--- src/pkg/sptc_map.vh ---
// register indices, field positions, reset values and counts of the polling timer block
// assumes byte address = 4 * register index, 8-bit data in the low bits of a 32-bit word
`ifndef SPTC_MAP_VH
`define SPTC_MAP_VH

// ----------------------------------------------------------------
// register indices
// ----------------------------------------------------------------
`define SPTC_IDX_REF_PERIOD     6'h08
`define SPTC_IDX_OFF_LOW        6'h09
`define SPTC_IDX_OFF_HIGH       6'h0a
`define SPTC_IDX_ACTIVE         6'h0b
`define SPTC_IDX_IDLE           6'h0c
`define SPTC_IDX_SERIAL0        6'h0e
`define SPTC_IDX_SERIAL1        6'h0f
`define SPTC_IDX_SERIAL2        6'h10
`define SPTC_IDX_SERIAL3        6'h11
`define SPTC_IDX_RF_CTRL        6'h12
`define SPTC_IDX_DIV_LOW        6'h13
`define SPTC_IDX_DIV_MID        6'h14
`define SPTC_IDX_DIV_HIGH       6'h15
`define SPTC_IDX_LO_CTRL        6'h16
`define SPTC_IDX_GAIN_TRIM      6'h1b
`define SPTC_IDX_ON_LOW         6'h1f
`define SPTC_IDX_ON_HIGH        6'h20
`define SPTC_IDX_STATUS         6'h30
`define SPTC_IDX_ENABLE         6'h31

// ----------------------------------------------------------------
// reset values
// ----------------------------------------------------------------
`define SPTC_RST_REF_PERIOD     8'h01
`define SPTC_RST_OFF_LOW        8'h01
`define SPTC_RST_OFF_HIGH       8'h00
`define SPTC_RST_ACTIVE         8'h01
`define SPTC_RST_IDLE           8'h01
`define SPTC_RST_RF_CTRL        8'h00
`define SPTC_RST_DIV_LOW        8'h07
`define SPTC_RST_DIV_MID        8'h00
`define SPTC_RST_DIV_HIGH       8'h00
`define SPTC_RST_LO_CTRL        8'h00
`define SPTC_RST_GAIN_TRIM      8'h0c
`define SPTC_RST_ON_LOW         8'h01
`define SPTC_RST_ON_HIGH        8'h00
`define SPTC_RST_ENABLE         8'h01

// ----------------------------------------------------------------
// field positions
// ----------------------------------------------------------------
`define SPTC_RF_DISABLE_BIT     4
`define SPTC_IF_ATT_MSB         3
`define SPTC_INJ_SIDE_BIT       4
`define SPTC_GAIN_MSB           4
`define SPTC_HIGH6_MSB          5
`define SPTC_ACTIVE_MSB         4
`define SPTC_DIV_HIGH_MSB       3
`define SPTC_ENABLE_BIT         0

// ----------------------------------------------------------------
// timing counts
// ----------------------------------------------------------------
`define SPTC_PRESCALE_DIV       7'h40
`define SPTC_FULL_BYTE_COUNT    9'h100
`define SPTC_FULL_14BIT_COUNT   15'h4000

`endif

--- src/verilog/sptc_timing.v ---
// self-polling timing, reference prescaler, clock-out divider and trim register file
// assumes core_clk at 10 MHz, synchronous active-high srst, an Avalon-MM master with waitrequest
//
// Behaviour
// - prescaler ticks every 64 clocks; reference period is 64 times programmed value
// - reference value zero counts as 256; one gives shortest period
// - reference tick, not raw clock, advances on-time and off-time counters
// - off time equals 14-bit off count times reference period, from two registers
// - off count bits 13:8 come from bits 5:0 of second off register
// - off count zero gives 16384 reference periods; one gives one period
// - active period count is 5 bits, 1 to 31; zero means 256
// - idle period count is 8 bits, 1 to 255; zero means 256
// - 32-bit read-only serial number over four bytes, low byte lowest address
// - clock-out divider is 20 bits, bits 19:16 from third register low nibble
// - divider one gives clock divided by 2; zero gives division by 2^21
// - rf control bit 4 drives rf path disable, one switches path off
// - 4-bit if attenuation code selects one of 16 gain steps
// - 5-bit signal strength slope trim drives gain, 00h minimum, 1Fh maximum
// - on time equals 14-bit on count times reference period; zero means 16384
`include "sptc_map.vh"

module sptc_timing #(
    parameter [31:0] SERIAL_NUMBER = 32'h5a5a_1234  // arbitrary value
) (
    // clock and reset
    input  wire        core_clk,
    input  wire        srst,
    // avalon-mm slave
    input  wire [7:0]  avs_address,
    input  wire        avs_read,
    input  wire        avs_write,
    input  wire [31:0] avs_writedata,
    output reg  [31:0] avs_readdata,
    output reg         avs_waitrequest,
    // polling timing
    output reg         referenceTick,
    output reg         pollingOnPhase,
    output reg         masterPeriodEnd,
    output reg         activeWindow,
    // clock out
    output reg         dividedClockOutput,
    // analogue trims
    output reg         rfPathDisable,
    output reg  [3:0]  ifAttenuationCode,
    output reg         injectionSideSelect,
    output reg  [4:0]  signalStrengthSlopeTrim
);

    // ----------------------------------------------------------------
    // register storage
    // ----------------------------------------------------------------
    reg  [7:0]  pollingReferenceValue;
    reg  [7:0]  offLow;
    reg  [7:0]  offHigh;
    reg  [7:0]  activeReg;
    reg  [7:0]  idleReg;
    reg  [7:0]  divLow;
    reg  [7:0]  divMid;
    reg  [7:0]  divHigh;
    reg  [7:0]  loCtrl;
    reg  [7:0]  onLow;
    reg  [7:0]  onHigh;
    reg         pollingEnable;

    // ----------------------------------------------------------------
    // derived reload values
    // ----------------------------------------------------------------
    wire [13:0] pollingOffCount;
    wire [13:0] pollingOnCount;
    wire [4:0]  activePeriodCount;
    wire [7:0]  idlePeriodCount;
    wire [19:0] divValue;
    reg  [8:0]  refReload;
    reg  [14:0] offReload;
    reg  [14:0] onReload;
    reg  [8:0]  activeReload;
    reg  [8:0]  idleReload;
    reg  [20:0] divTarget;

    assign pollingOffCount   = {offHigh[`SPTC_HIGH6_MSB:0], offLow};
    assign pollingOnCount    = {onHigh[`SPTC_HIGH6_MSB:0], onLow};
    assign activePeriodCount = activeReg[`SPTC_ACTIVE_MSB:0];
    assign idlePeriodCount   = idleReg;
    assign divValue          = {divHigh[`SPTC_DIV_HIGH_MSB:0], divMid, divLow};


    // ----------------------------------------------------------------
    // zero maps to full range
    // ----------------------------------------------------------------
    always @* begin
        if (pollingReferenceValue == 8'h00) begin
            refReload = `SPTC_FULL_BYTE_COUNT;
        end else begin
            refReload = {1'b0, pollingReferenceValue};
        end
    end

    always @* begin
        if (pollingOffCount == 14'h0000) begin
            offReload = `SPTC_FULL_14BIT_COUNT;
        end else begin
            offReload = {1'b0, pollingOffCount};
        end
    end

    always @* begin
        if (pollingOnCount == 14'h0000) begin
            onReload = `SPTC_FULL_14BIT_COUNT;
        end else begin
            onReload = {1'b0, pollingOnCount};
        end
    end

    always @* begin
        if (activePeriodCount == 5'h00) begin
            activeReload = `SPTC_FULL_BYTE_COUNT;
        end else begin
            activeReload = {4'h0, activePeriodCount};
        end
    end

    always @* begin
        if (idlePeriodCount == 8'h00) begin
            idleReload = `SPTC_FULL_BYTE_COUNT;
        end else begin
            idleReload = {1'b0, idlePeriodCount};
        end
    end

    always @* begin
        if (divValue == 20'h00000) begin
            divTarget = 21'h100000;
        end else begin
            divTarget = {1'b0, divValue};
        end
    end


    // ----------------------------------------------------------------
    // bus decode
    // ----------------------------------------------------------------
    wire [5:0]  regIndex;
    wire        busRequest;
    wire        writeCommit;
    reg  [7:0]  readValue;

    assign regIndex    = avs_address[7:2];
    assign busRequest  = avs_read | avs_write;
    assign writeCommit = avs_write & ~avs_waitrequest;

    always @* begin
        readValue = 8'h00;
        if (regIndex == `SPTC_IDX_SERIAL0) begin
            readValue = SERIAL_NUMBER[7:0];
        end else if (regIndex == `SPTC_IDX_SERIAL1) begin
            readValue = SERIAL_NUMBER[15:8];
        end else if (regIndex == `SPTC_IDX_SERIAL2) begin
            readValue = SERIAL_NUMBER[23:16];
        end else if (regIndex == `SPTC_IDX_SERIAL3) begin
            readValue = SERIAL_NUMBER[31:24];
        end else if (regIndex == `SPTC_IDX_STATUS) begin
            readValue = {4'h0, dividedClockOutput, activeWindow, pollingOnPhase, pollingEnable};
        end else if (regIndex == `SPTC_IDX_ENABLE) begin
            readValue = {7'h00, pollingEnable};
        end else begin
            readValue = 8'h00;
        end
    end

    // ----------------------------------------------------------------
    // bus handshake: one wait cycle, write lands when waitrequest is low
    // ----------------------------------------------------------------
    always @(posedge core_clk) begin
        if (srst) begin
            avs_waitrequest <= 1'b1;
            avs_readdata    <= 32'h0000_0000;
        end else if (busRequest && avs_waitrequest) begin
            avs_waitrequest <= 1'b0;
            avs_readdata    <= {24'h000000, readValue};
        end else begin
            avs_waitrequest <= 1'b1;
        end
    end

    // ----------------------------------------------------------------
    // register writes
    // ----------------------------------------------------------------
    always @(posedge core_clk) begin
        if (srst) begin
            pollingReferenceValue   <= `SPTC_RST_REF_PERIOD;
            offLow                  <= `SPTC_RST_OFF_LOW;
            offHigh                 <= `SPTC_RST_OFF_HIGH;
            activeReg               <= `SPTC_RST_ACTIVE;
            idleReg                 <= `SPTC_RST_IDLE;
            divLow                  <= `SPTC_RST_DIV_LOW;
            divMid                  <= `SPTC_RST_DIV_MID;
            divHigh                 <= `SPTC_RST_DIV_HIGH;
            loCtrl                  <= `SPTC_RST_LO_CTRL;
            onLow                   <= `SPTC_RST_ON_LOW;
            onHigh                  <= `SPTC_RST_ON_HIGH;
            pollingEnable           <= 1'b1;
            rfPathDisable           <= 1'b0;
            ifAttenuationCode       <= 4'h0;
            injectionSideSelect     <= 1'b0;
            signalStrengthSlopeTrim <= 5'h0c;
        end else if (writeCommit) begin
            if (regIndex == `SPTC_IDX_REF_PERIOD) begin
                pollingReferenceValue <= avs_writedata[7:0];
            end else if (regIndex == `SPTC_IDX_OFF_LOW) begin
                offLow <= avs_writedata[7:0];
            end else if (regIndex == `SPTC_IDX_OFF_HIGH) begin
                offHigh <= avs_writedata[7:0];
            end else if (regIndex == `SPTC_IDX_ACTIVE) begin
                activeReg <= avs_writedata[7:0];
            end else if (regIndex == `SPTC_IDX_IDLE) begin
                idleReg <= avs_writedata[7:0];
            end else if (regIndex == `SPTC_IDX_RF_CTRL) begin
                rfPathDisable     <= avs_writedata[`SPTC_RF_DISABLE_BIT];
                ifAttenuationCode <= avs_writedata[`SPTC_IF_ATT_MSB:0];
            end else if (regIndex == `SPTC_IDX_DIV_LOW) begin
                divLow <= avs_writedata[7:0];
            end else if (regIndex == `SPTC_IDX_DIV_MID) begin
                divMid <= avs_writedata[7:0];
            end else if (regIndex == `SPTC_IDX_DIV_HIGH) begin
                divHigh <= avs_writedata[7:0];
            end else if (regIndex == `SPTC_IDX_LO_CTRL) begin
                loCtrl              <= avs_writedata[7:0];
                injectionSideSelect <= avs_writedata[`SPTC_INJ_SIDE_BIT];
            end else if (regIndex == `SPTC_IDX_GAIN_TRIM) begin
                signalStrengthSlopeTrim <= avs_writedata[`SPTC_GAIN_MSB:0];
            end else if (regIndex == `SPTC_IDX_ON_LOW) begin
                onLow <= avs_writedata[7:0];
            end else if (regIndex == `SPTC_IDX_ON_HIGH) begin
                onHigh <= avs_writedata[7:0];
            end else if (regIndex == `SPTC_IDX_ENABLE) begin
                pollingEnable <= avs_writedata[`SPTC_ENABLE_BIT];
            end
        end
    end

    // ----------------------------------------------------------------
    // reference prescaler and reference timer
    // ----------------------------------------------------------------
    reg  [6:0]  prescaleCnt;
    reg  [8:0]  refCnt;
    wire        prescaleTick;
    wire        refExpire;

    assign prescaleTick = (prescaleCnt == (`SPTC_PRESCALE_DIV - 7'h01));
    assign refExpire    = prescaleTick && (refCnt == 9'h001);

    always @(posedge core_clk) begin
        if (srst || !pollingEnable) begin
            prescaleCnt   <= 7'h00;
            refCnt        <= 9'h001;
            referenceTick <= 1'b0;
        end else begin
            referenceTick <= refExpire;
            if (prescaleTick) begin
                prescaleCnt <= 7'h00;
            end else begin
                prescaleCnt <= prescaleCnt + 7'h01;
            end
            if (refExpire) begin
                refCnt <= refReload;
            end else if (prescaleTick) begin
                refCnt <= refCnt - 9'h001;
            end
        end
    end

    // ----------------------------------------------------------------
    // on-time / off-time phase counter and active / idle periods
    // ----------------------------------------------------------------
    reg  [14:0] phaseCnt;
    reg  [8:0]  periodCnt;
    wire        phaseExpire;
    wire        periodExpire;

    assign phaseExpire  = referenceTick && (phaseCnt == 15'h0001);
    assign periodExpire = phaseExpire && !pollingOnPhase && (periodCnt == 9'h001);

    always @(posedge core_clk) begin
        if (srst || !pollingEnable) begin
            phaseCnt        <= 15'h0001;
            periodCnt       <= 9'h001;
            pollingOnPhase  <= 1'b0;
            activeWindow    <= 1'b0;
            masterPeriodEnd <= 1'b0;
        end else begin
            masterPeriodEnd <= phaseExpire && !pollingOnPhase;
            if (phaseExpire) begin
                pollingOnPhase <= ~pollingOnPhase;
                phaseCnt       <= pollingOnPhase ? offReload : onReload;
            end else if (referenceTick) begin
                phaseCnt <= phaseCnt - 15'h0001;
            end
            if (periodExpire) begin
                activeWindow <= ~activeWindow;
                periodCnt    <= activeWindow ? idleReload : activeReload;
            end else if (phaseExpire && !pollingOnPhase) begin
                periodCnt <= periodCnt - 9'h001;
            end
        end
    end

    // ----------------------------------------------------------------
    // clock-out divider
    // ----------------------------------------------------------------
    reg  [20:0] divCnt;
    reg  [20:0] next_divCnt;
    reg         next_dividedClockOutput;

    // counter runs 1..target, output flips at the top
    always @* begin
        next_divCnt             = divCnt + 21'h000001;
        next_dividedClockOutput = dividedClockOutput;

        if (divCnt >= divTarget) begin
            next_divCnt             = 21'h000001;
            next_dividedClockOutput = ~dividedClockOutput;
        end
    end

    always @(posedge core_clk) begin
        if (srst) begin
            divCnt             <= 21'h000001;
            dividedClockOutput <= 1'b0;
        end else begin
            divCnt             <= next_divCnt;
            dividedClockOutput <= next_dividedClockOutput;
        end
    end


endmodule // sptc_timing

--- config.mk ---
export PLATFORM = sky130hd
export DESIGN_NAME = sptc_timing
export DESIGN_NICKNAME = d
export VERILOG_FILES = /design/src/verilog/sptc_timing.v
export VERILOG_INCLUDE_DIRS = /design/src /design/src/pkg
export SDC_FILE = /design/constraint.sdc
export NUM_CORES = 1
export LEC_CHECK = 0
export BUFFER_PORTS_ARGS = -buffer_cell sky130_fd_sc_hd__buf_4
export CAP_MARGIN = 20
export CORE_UTILIZATION = 50
export DETAILED_ROUTE_END_ITERATION = 6
export MAX_ROUTING_LAYER = met4
export PLACE_DENSITY = 0.73
export SYNTH_ARGS = -nofsm -noshare
export SYNTH_HDL_FRONTEND = slang
export SYNTH_SLANG_ARGS = --single-unit
--- constraint.sdc ---
create_clock -name core_clk -period 2.33 [get_ports core_clk]
set_input_delay 0 -clock core_clk [delete_from_list [all_inputs] [get_ports core_clk]]
set_output_delay 0 -clock core_clk [all_outputs]
set_load 0.03 [all_outputs]
* After elaboration in Yosys (flattened, before gate mapping)
Index checks and enable logic that the tools add are counted.
Word-level totals: input port bits 44, logic and storage cells 129, output and inout bits 49, register bits after elaboration 156
Cells by class: muxes and demuxes 21, add/subtract/negate cells 5, equality and inequality tests 23, bitwise operators 19, order comparisons 1, reduce and logical (&&, ||, !) cells 33
Operator list (number):
- $mux W15 | 5
- $mux W9 | 8
- $eq A6 B5 Y1 const B | 9
- $eq A6 B4 Y1 const B | 7
- $logic_not A14 Y1 | 2
- $mux W7 | 4
- $add A21 B1 Y21 const B | 1
- $ge A21 B21 Y1 | 1
- $mux W21 | 1
- $logic_not A20 Y1 | 1
- $eq A6 B6 Y1 const B | 3
- $eq A9 B1 Y1 const B | 2
- $sub A9 B1 Y9 const B | 2
- $not A1 Y1 | 17
- $logic_not A8 Y1 | 2
- $eq A15 B1 Y1 const B | 1
- $reduce_and A15 Y1 | 1
- $sub A15 B1 Y15 const B | 1
- $reduce_and A14 Y1 | 1
- $reduce_and A13 Y1 | 1
- $reduce_and A12 Y1 | 1
- $reduce_and A11 Y1 | 1
- $reduce_and A10 Y1 | 1
- $reduce_and A9 Y1 | 1
- other kinds (19) | 28

* Logic depth before layout (Yosys ltp)
word-level depth 7, gate-level depth with buffers 10, mapped depth without buffers 9

* Least setup slack after synthesis
OpenSTA, ideal clock, no wires.
kind register to register, start register divLow[3], end register divCnt[6], stages on the path, launching flop included 10, setup slack 300 ps, arrival 1968 ps, clock period less this slack 2030 ps, buffers on the path 1, setup time 62 ps, required time 2268 ps, path through dfxtp_1 > inv_1 > ha_1 > and3_1 > a31o_1 > a221o_1 > o2111ai_2 > nand3_2 > buf_6 > nor2_2
On the way: longest elaborated chain between the ends 4
RTL lines:
- start, declared | RTL line sptc_timing.v:57 | reg [7:0] divLow;
- start signal, assigned | RTL line sptc_timing.v:195 | divLow <= `SPTC_RST_DIV_LOW;
- start signal, assigned | RTL line sptc_timing.v:221 | divLow <= avs_writedata[7:0];
- $logic_not A20 Y1 | RTL line sptc_timing.v:131 | if (divValue == 20'h00000) begin
- $mux W21 (*) | RTL line sptc_timing.v:131
- $ge A21 B21 Y1 (*) | RTL line sptc_timing.v:319 | if (divCnt >= divTarget) begin
- $reduce_or A2 Y1 (no source line) (*)
- end signal, assigned | RTL line sptc_timing.v:330 | divCnt <= next_divCnt;
- end, declared | RTL line sptc_timing.v:310 | reg [20:0] divCnt;
Mark *: on every way between the ends. The rest lies on a longest branch, timed or not. A chain may end at the register's enable or synchronous reset.

* Final worst setup path
start register divLow[2], end register divCnt[12]
Same word-level chain as after synthesis.

==> flow_summary_export.csv <==
group,metric,value,unit
floorplanning,initial_utilization,0.514,
sta,fin_ws,0.0647,ns
sta,finalMaxSlewViolations,0,
setup_path,arrival,2.63,ns
floorplanning,dieArea,16200,um2
setup_path,worstPathRequired,2.70,ns
run,drv_cap,0,
drt,drtIter0Drc,403,
logic_synthesis,synth_cell_types,78,
cts,clk_pin_slew,0.06,ns
floorplanning,coreArea,15300,um2
power,pwr_density_cell,651,nW/um2
floorplanning,ios,93,
min_path,hold_end,"avs_readdata[3]$_SDFFE_PP0P_",
place,dpl.hpwl,12700,um
global_routing,antenna_found_initial,0,
power,sw_frac_of_total,0.248,
cts,root_buffer,"clkbuf_16",
setup_path,rrSetupSlack,0.06,ns
finish,areaGrowthSynthToFinish,15.8,%
sta,period_minus_slack,2.27,ns
floorplanning,num_rows,45,
power,intPower,4450,uW
min_path,hp-start,"avs_read",
logic_synthesis,synth.area.top_cells,"dfxtp_1, mux2i_1, a21oi_1",
finish,fin_cells,1207,
logic_synthesis,synth-seq-cells,155,
sta,hold_violations,0,
floorplanning,die_h,127,um
global_routing,grt_overflow,0,
drt,firstDrtPassIters,5,
power,switchingPower,1470,uW
setup_path,cp_top_family,"compound AO/OA/AOI/OAI gates",
global_routing,grt_pass1_vias,6073,
place,pre_cts_slack,0.0946,ns
drt,postRouteAntennaNets,0,
cts,clock_latency,0.42,ns
setup_path,r2r-start,"divLow[2]$_SDFFE_PP1P_",
place,io_buffers,41,
setup_path,end_kind,"flop",
floorplanning,die_x,127,um
finish,drive_gt1_frac,0.148,
setup_path,start_kind,"flop",
power,p_clk_frac,0.432,
logic_synthesis,yosysSeqAreaShare,0.395,
power,share_comb_of_total_power,0.107,
drt,vias,6799,
setup_path,path_cells,"inv_1 > ha_1 > and3_1 > a31o_1 > a221o_1 > o2111ai_4 > nand3_4 > clkbuf_16 > nor2_2",
drt,wl_met3,994,um
min_path,hp-class,"in -> reg",
finish,diodes,0,
status,status,"finished, final reports clean",
drt,wl_per_cell,15.9,um
cts,cts_buffers,17,
sta,tightest_slew,0.663,ns
min_path,min_path_cells,4,
setup_path,max_stage_delay,0.36,ns
cts,cts_tree,"yes",
drt,drc_errors,0,
power,seq_power_share,0.461,
drt,top_layer,"met4",
sta,fin_skew,0.00703,ns
global_routing,track_usage,0.243,
setup_path,r2r_end,"divCnt[12]$_SDFF_PP0_",
place,gp_congestion,0.844,
drt,via_per_inst,5.63,
logic_synthesis,yosysTopAreaCellShare,0.395,
cts,cts_buffer_depth,2,
cts,htree_levels,4,
sta,finalCritPeriodShare,0.972,
setup_path,crit_path_start,"divLow[2]$_SDFFE_PP1P_",
finish,final_nets,1059,
logic_synthesis,ys_warn_count,0,
power,vdd.ir_drop.worst,576,uV
cts,numClockSinks,155,
global_routing,grt_max_degree,64,
drt,route.met2.wl,8880,um
logic_synthesis,synthArstFlopShare,0,
power,power_leakage,0.00368,uW
global_routing,grt_pass1_wl,30400,um
sta,slew_headroom,0.552,
setup_path,critPathKind,"reg -> reg",
logic_synthesis,synth_edf_count,0,
logic_synthesis,syn_area_per_cell,8.40,um2
sta,max_clock_freq,441,MHz
drt,finalWirelength,19100,um
logic_synthesis,netlist_instances,934,
place,dpl.cell_count,1159,
setup_path,crit_buf_inv,2,
setup_path,cpMaxStageDelayCell,"dfxtp_1",
logic_synthesis,synth_area,7850,um2
sta,setup_viol,0,
setup_path,ff2ff_path_depth,9,
setup_path,critical_path.max_fanout,5,
logic_synthesis,ys.flop_type,"dfxtp_1",
logic_synthesis,synth_top_area_cell,"dfxtp_1",
drt,drt-met1-wl,8920,um
[final cells by class]
type | count | area (um2)
clock inverter | 7 | 68.8
timing repair buffer | 84 | 714
clock buffer | 22 | 464
multi-input combinational | 684 | 4310
fill | 1325 | 6170
inverter | 44 | 165
tap | 211 | 264
sequential | 155 | 3100
[power groups by stage]
stage / clock network (uW) / logic (uW) / registers, uW
2_1_floorplan: 0 / 363 / 2810
3_3_place_gp: 0 / 513 / 2780
3_5_place_dp: 0 / 524 / 2780
4_1_cts: 2580 / 541 / 2730
5_1_grt: 2720 / 679 / 2730
6_report: 2550 / 636 / 2730
[flip-flops by register name (all words and copies together) (netlist names), 8 cells and up]
register / cells
pollingReferenceValue: 8
refCnt: 9
divMid: 8
periodCnt: 9
onLow: 8
divLow: 8
idlePeriodCount: 8
divCnt: 21
phaseCnt: 15
offLow: 8
[Yosys cell counts (20+ instances only)]
| master | count |
|---|---|
| nor2_2 | 22 |
| o21ai_1 | 20 |
| nor2_1 | 99 |
| nand2_1 | 85 |
| buf_4 | 27 |
| clkbuf_1 | 35 |
| ha_1 | 29 |
| nor3_1 | 20 |
| inv_1 | 43 |
| a21oi_1 | 78 |
| dfxtp_1 | 155 |
| nand3_1 | 57 |
| mux2i_1 | 45 |
[routing by layer]
layer  GRT usage  vias up
met2       0.374      196
met4      0.0917        0
li1            -     3354
met1       0.321     3223
met3      0.0394       26
met5           -        -
[cell families (layout without fill, tap and decap cells)]
logic type	count (synthesis)	count (layout)	synth area share
mux	48	48	0.0617
buf+inv	119	157	0.0743
xor+xnor	23	23	0.0257
other cells	1	25	0.000478
fa+ha+maj	29	29	0.0462
flops	155	155	0.395
simple gates	378	378	0.246
compound gates	181	181	0.150
[worst min-delay path, stage by stage]
cell	delay (ns)
buf_4	0.09
o21ai_1	0.15
nand2_1	0.11
a21oi_1	0.05
[through the flow]
stage	cell area (um2)	utilization	total power, uW	TNS [ns]	hold WS (ns)
floorplan	7940	-	3170	0	0.144
global placement	8290	0.543	3300	0	0.326
detailed placement	8290	0.543	3310	0	0.333
CTS	8950	0.586	5850	0	0.00570
global route	9090	0.596	6130	-0.346	0.0569
finish	9090	0.596	5920	0	0.0177
[timing repair]
action,CTS,global route
hold buffers,13,0
buffers inserted,0,3
resized for setup,0,9
endpoints found under the setup margin,0,21
hold endpoints to repair,73,0
[cells in the final DEF, fill, tap and decap left out, types with 14 or more instances in the layout]
cell type / instances
dfxtp_1: 154
nor2_1: 98
nand2_1: 84
a21oi_1: 78
buf_4: 67
nand3_1: 57
mux2i_1: 45
inv_1: 43
ha_1: 28
conb_1: 25
nor2_2: 22
o21ai_1: 20
nor3_1: 20
clkbuf_16: 19
and3_1: 15
nor4_1: 14
xor2_1: 14
[worst max path at each step]
stage,end,slack (ns),cells after the start
6_report,divCnt[12]$_SDFF_PP0_,0.06,9
5_1_grt,divCnt[8]$_SDFF_PP0_,-0.03,9
4_1_cts,divCnt[8]$_SDFF_PP0_,0.07,9
3_5_place_dp,divCnt[12]$_SDFF_PP0_,0.09,9
3_3_place_gp,divCnt[2]$_SDFF_PP0_,0.13,9
2_1_floorplan,divCnt[6]$_SDFF_PP0_,0.30,9
No activity file was read; power rests on OpenSTA's default activity.
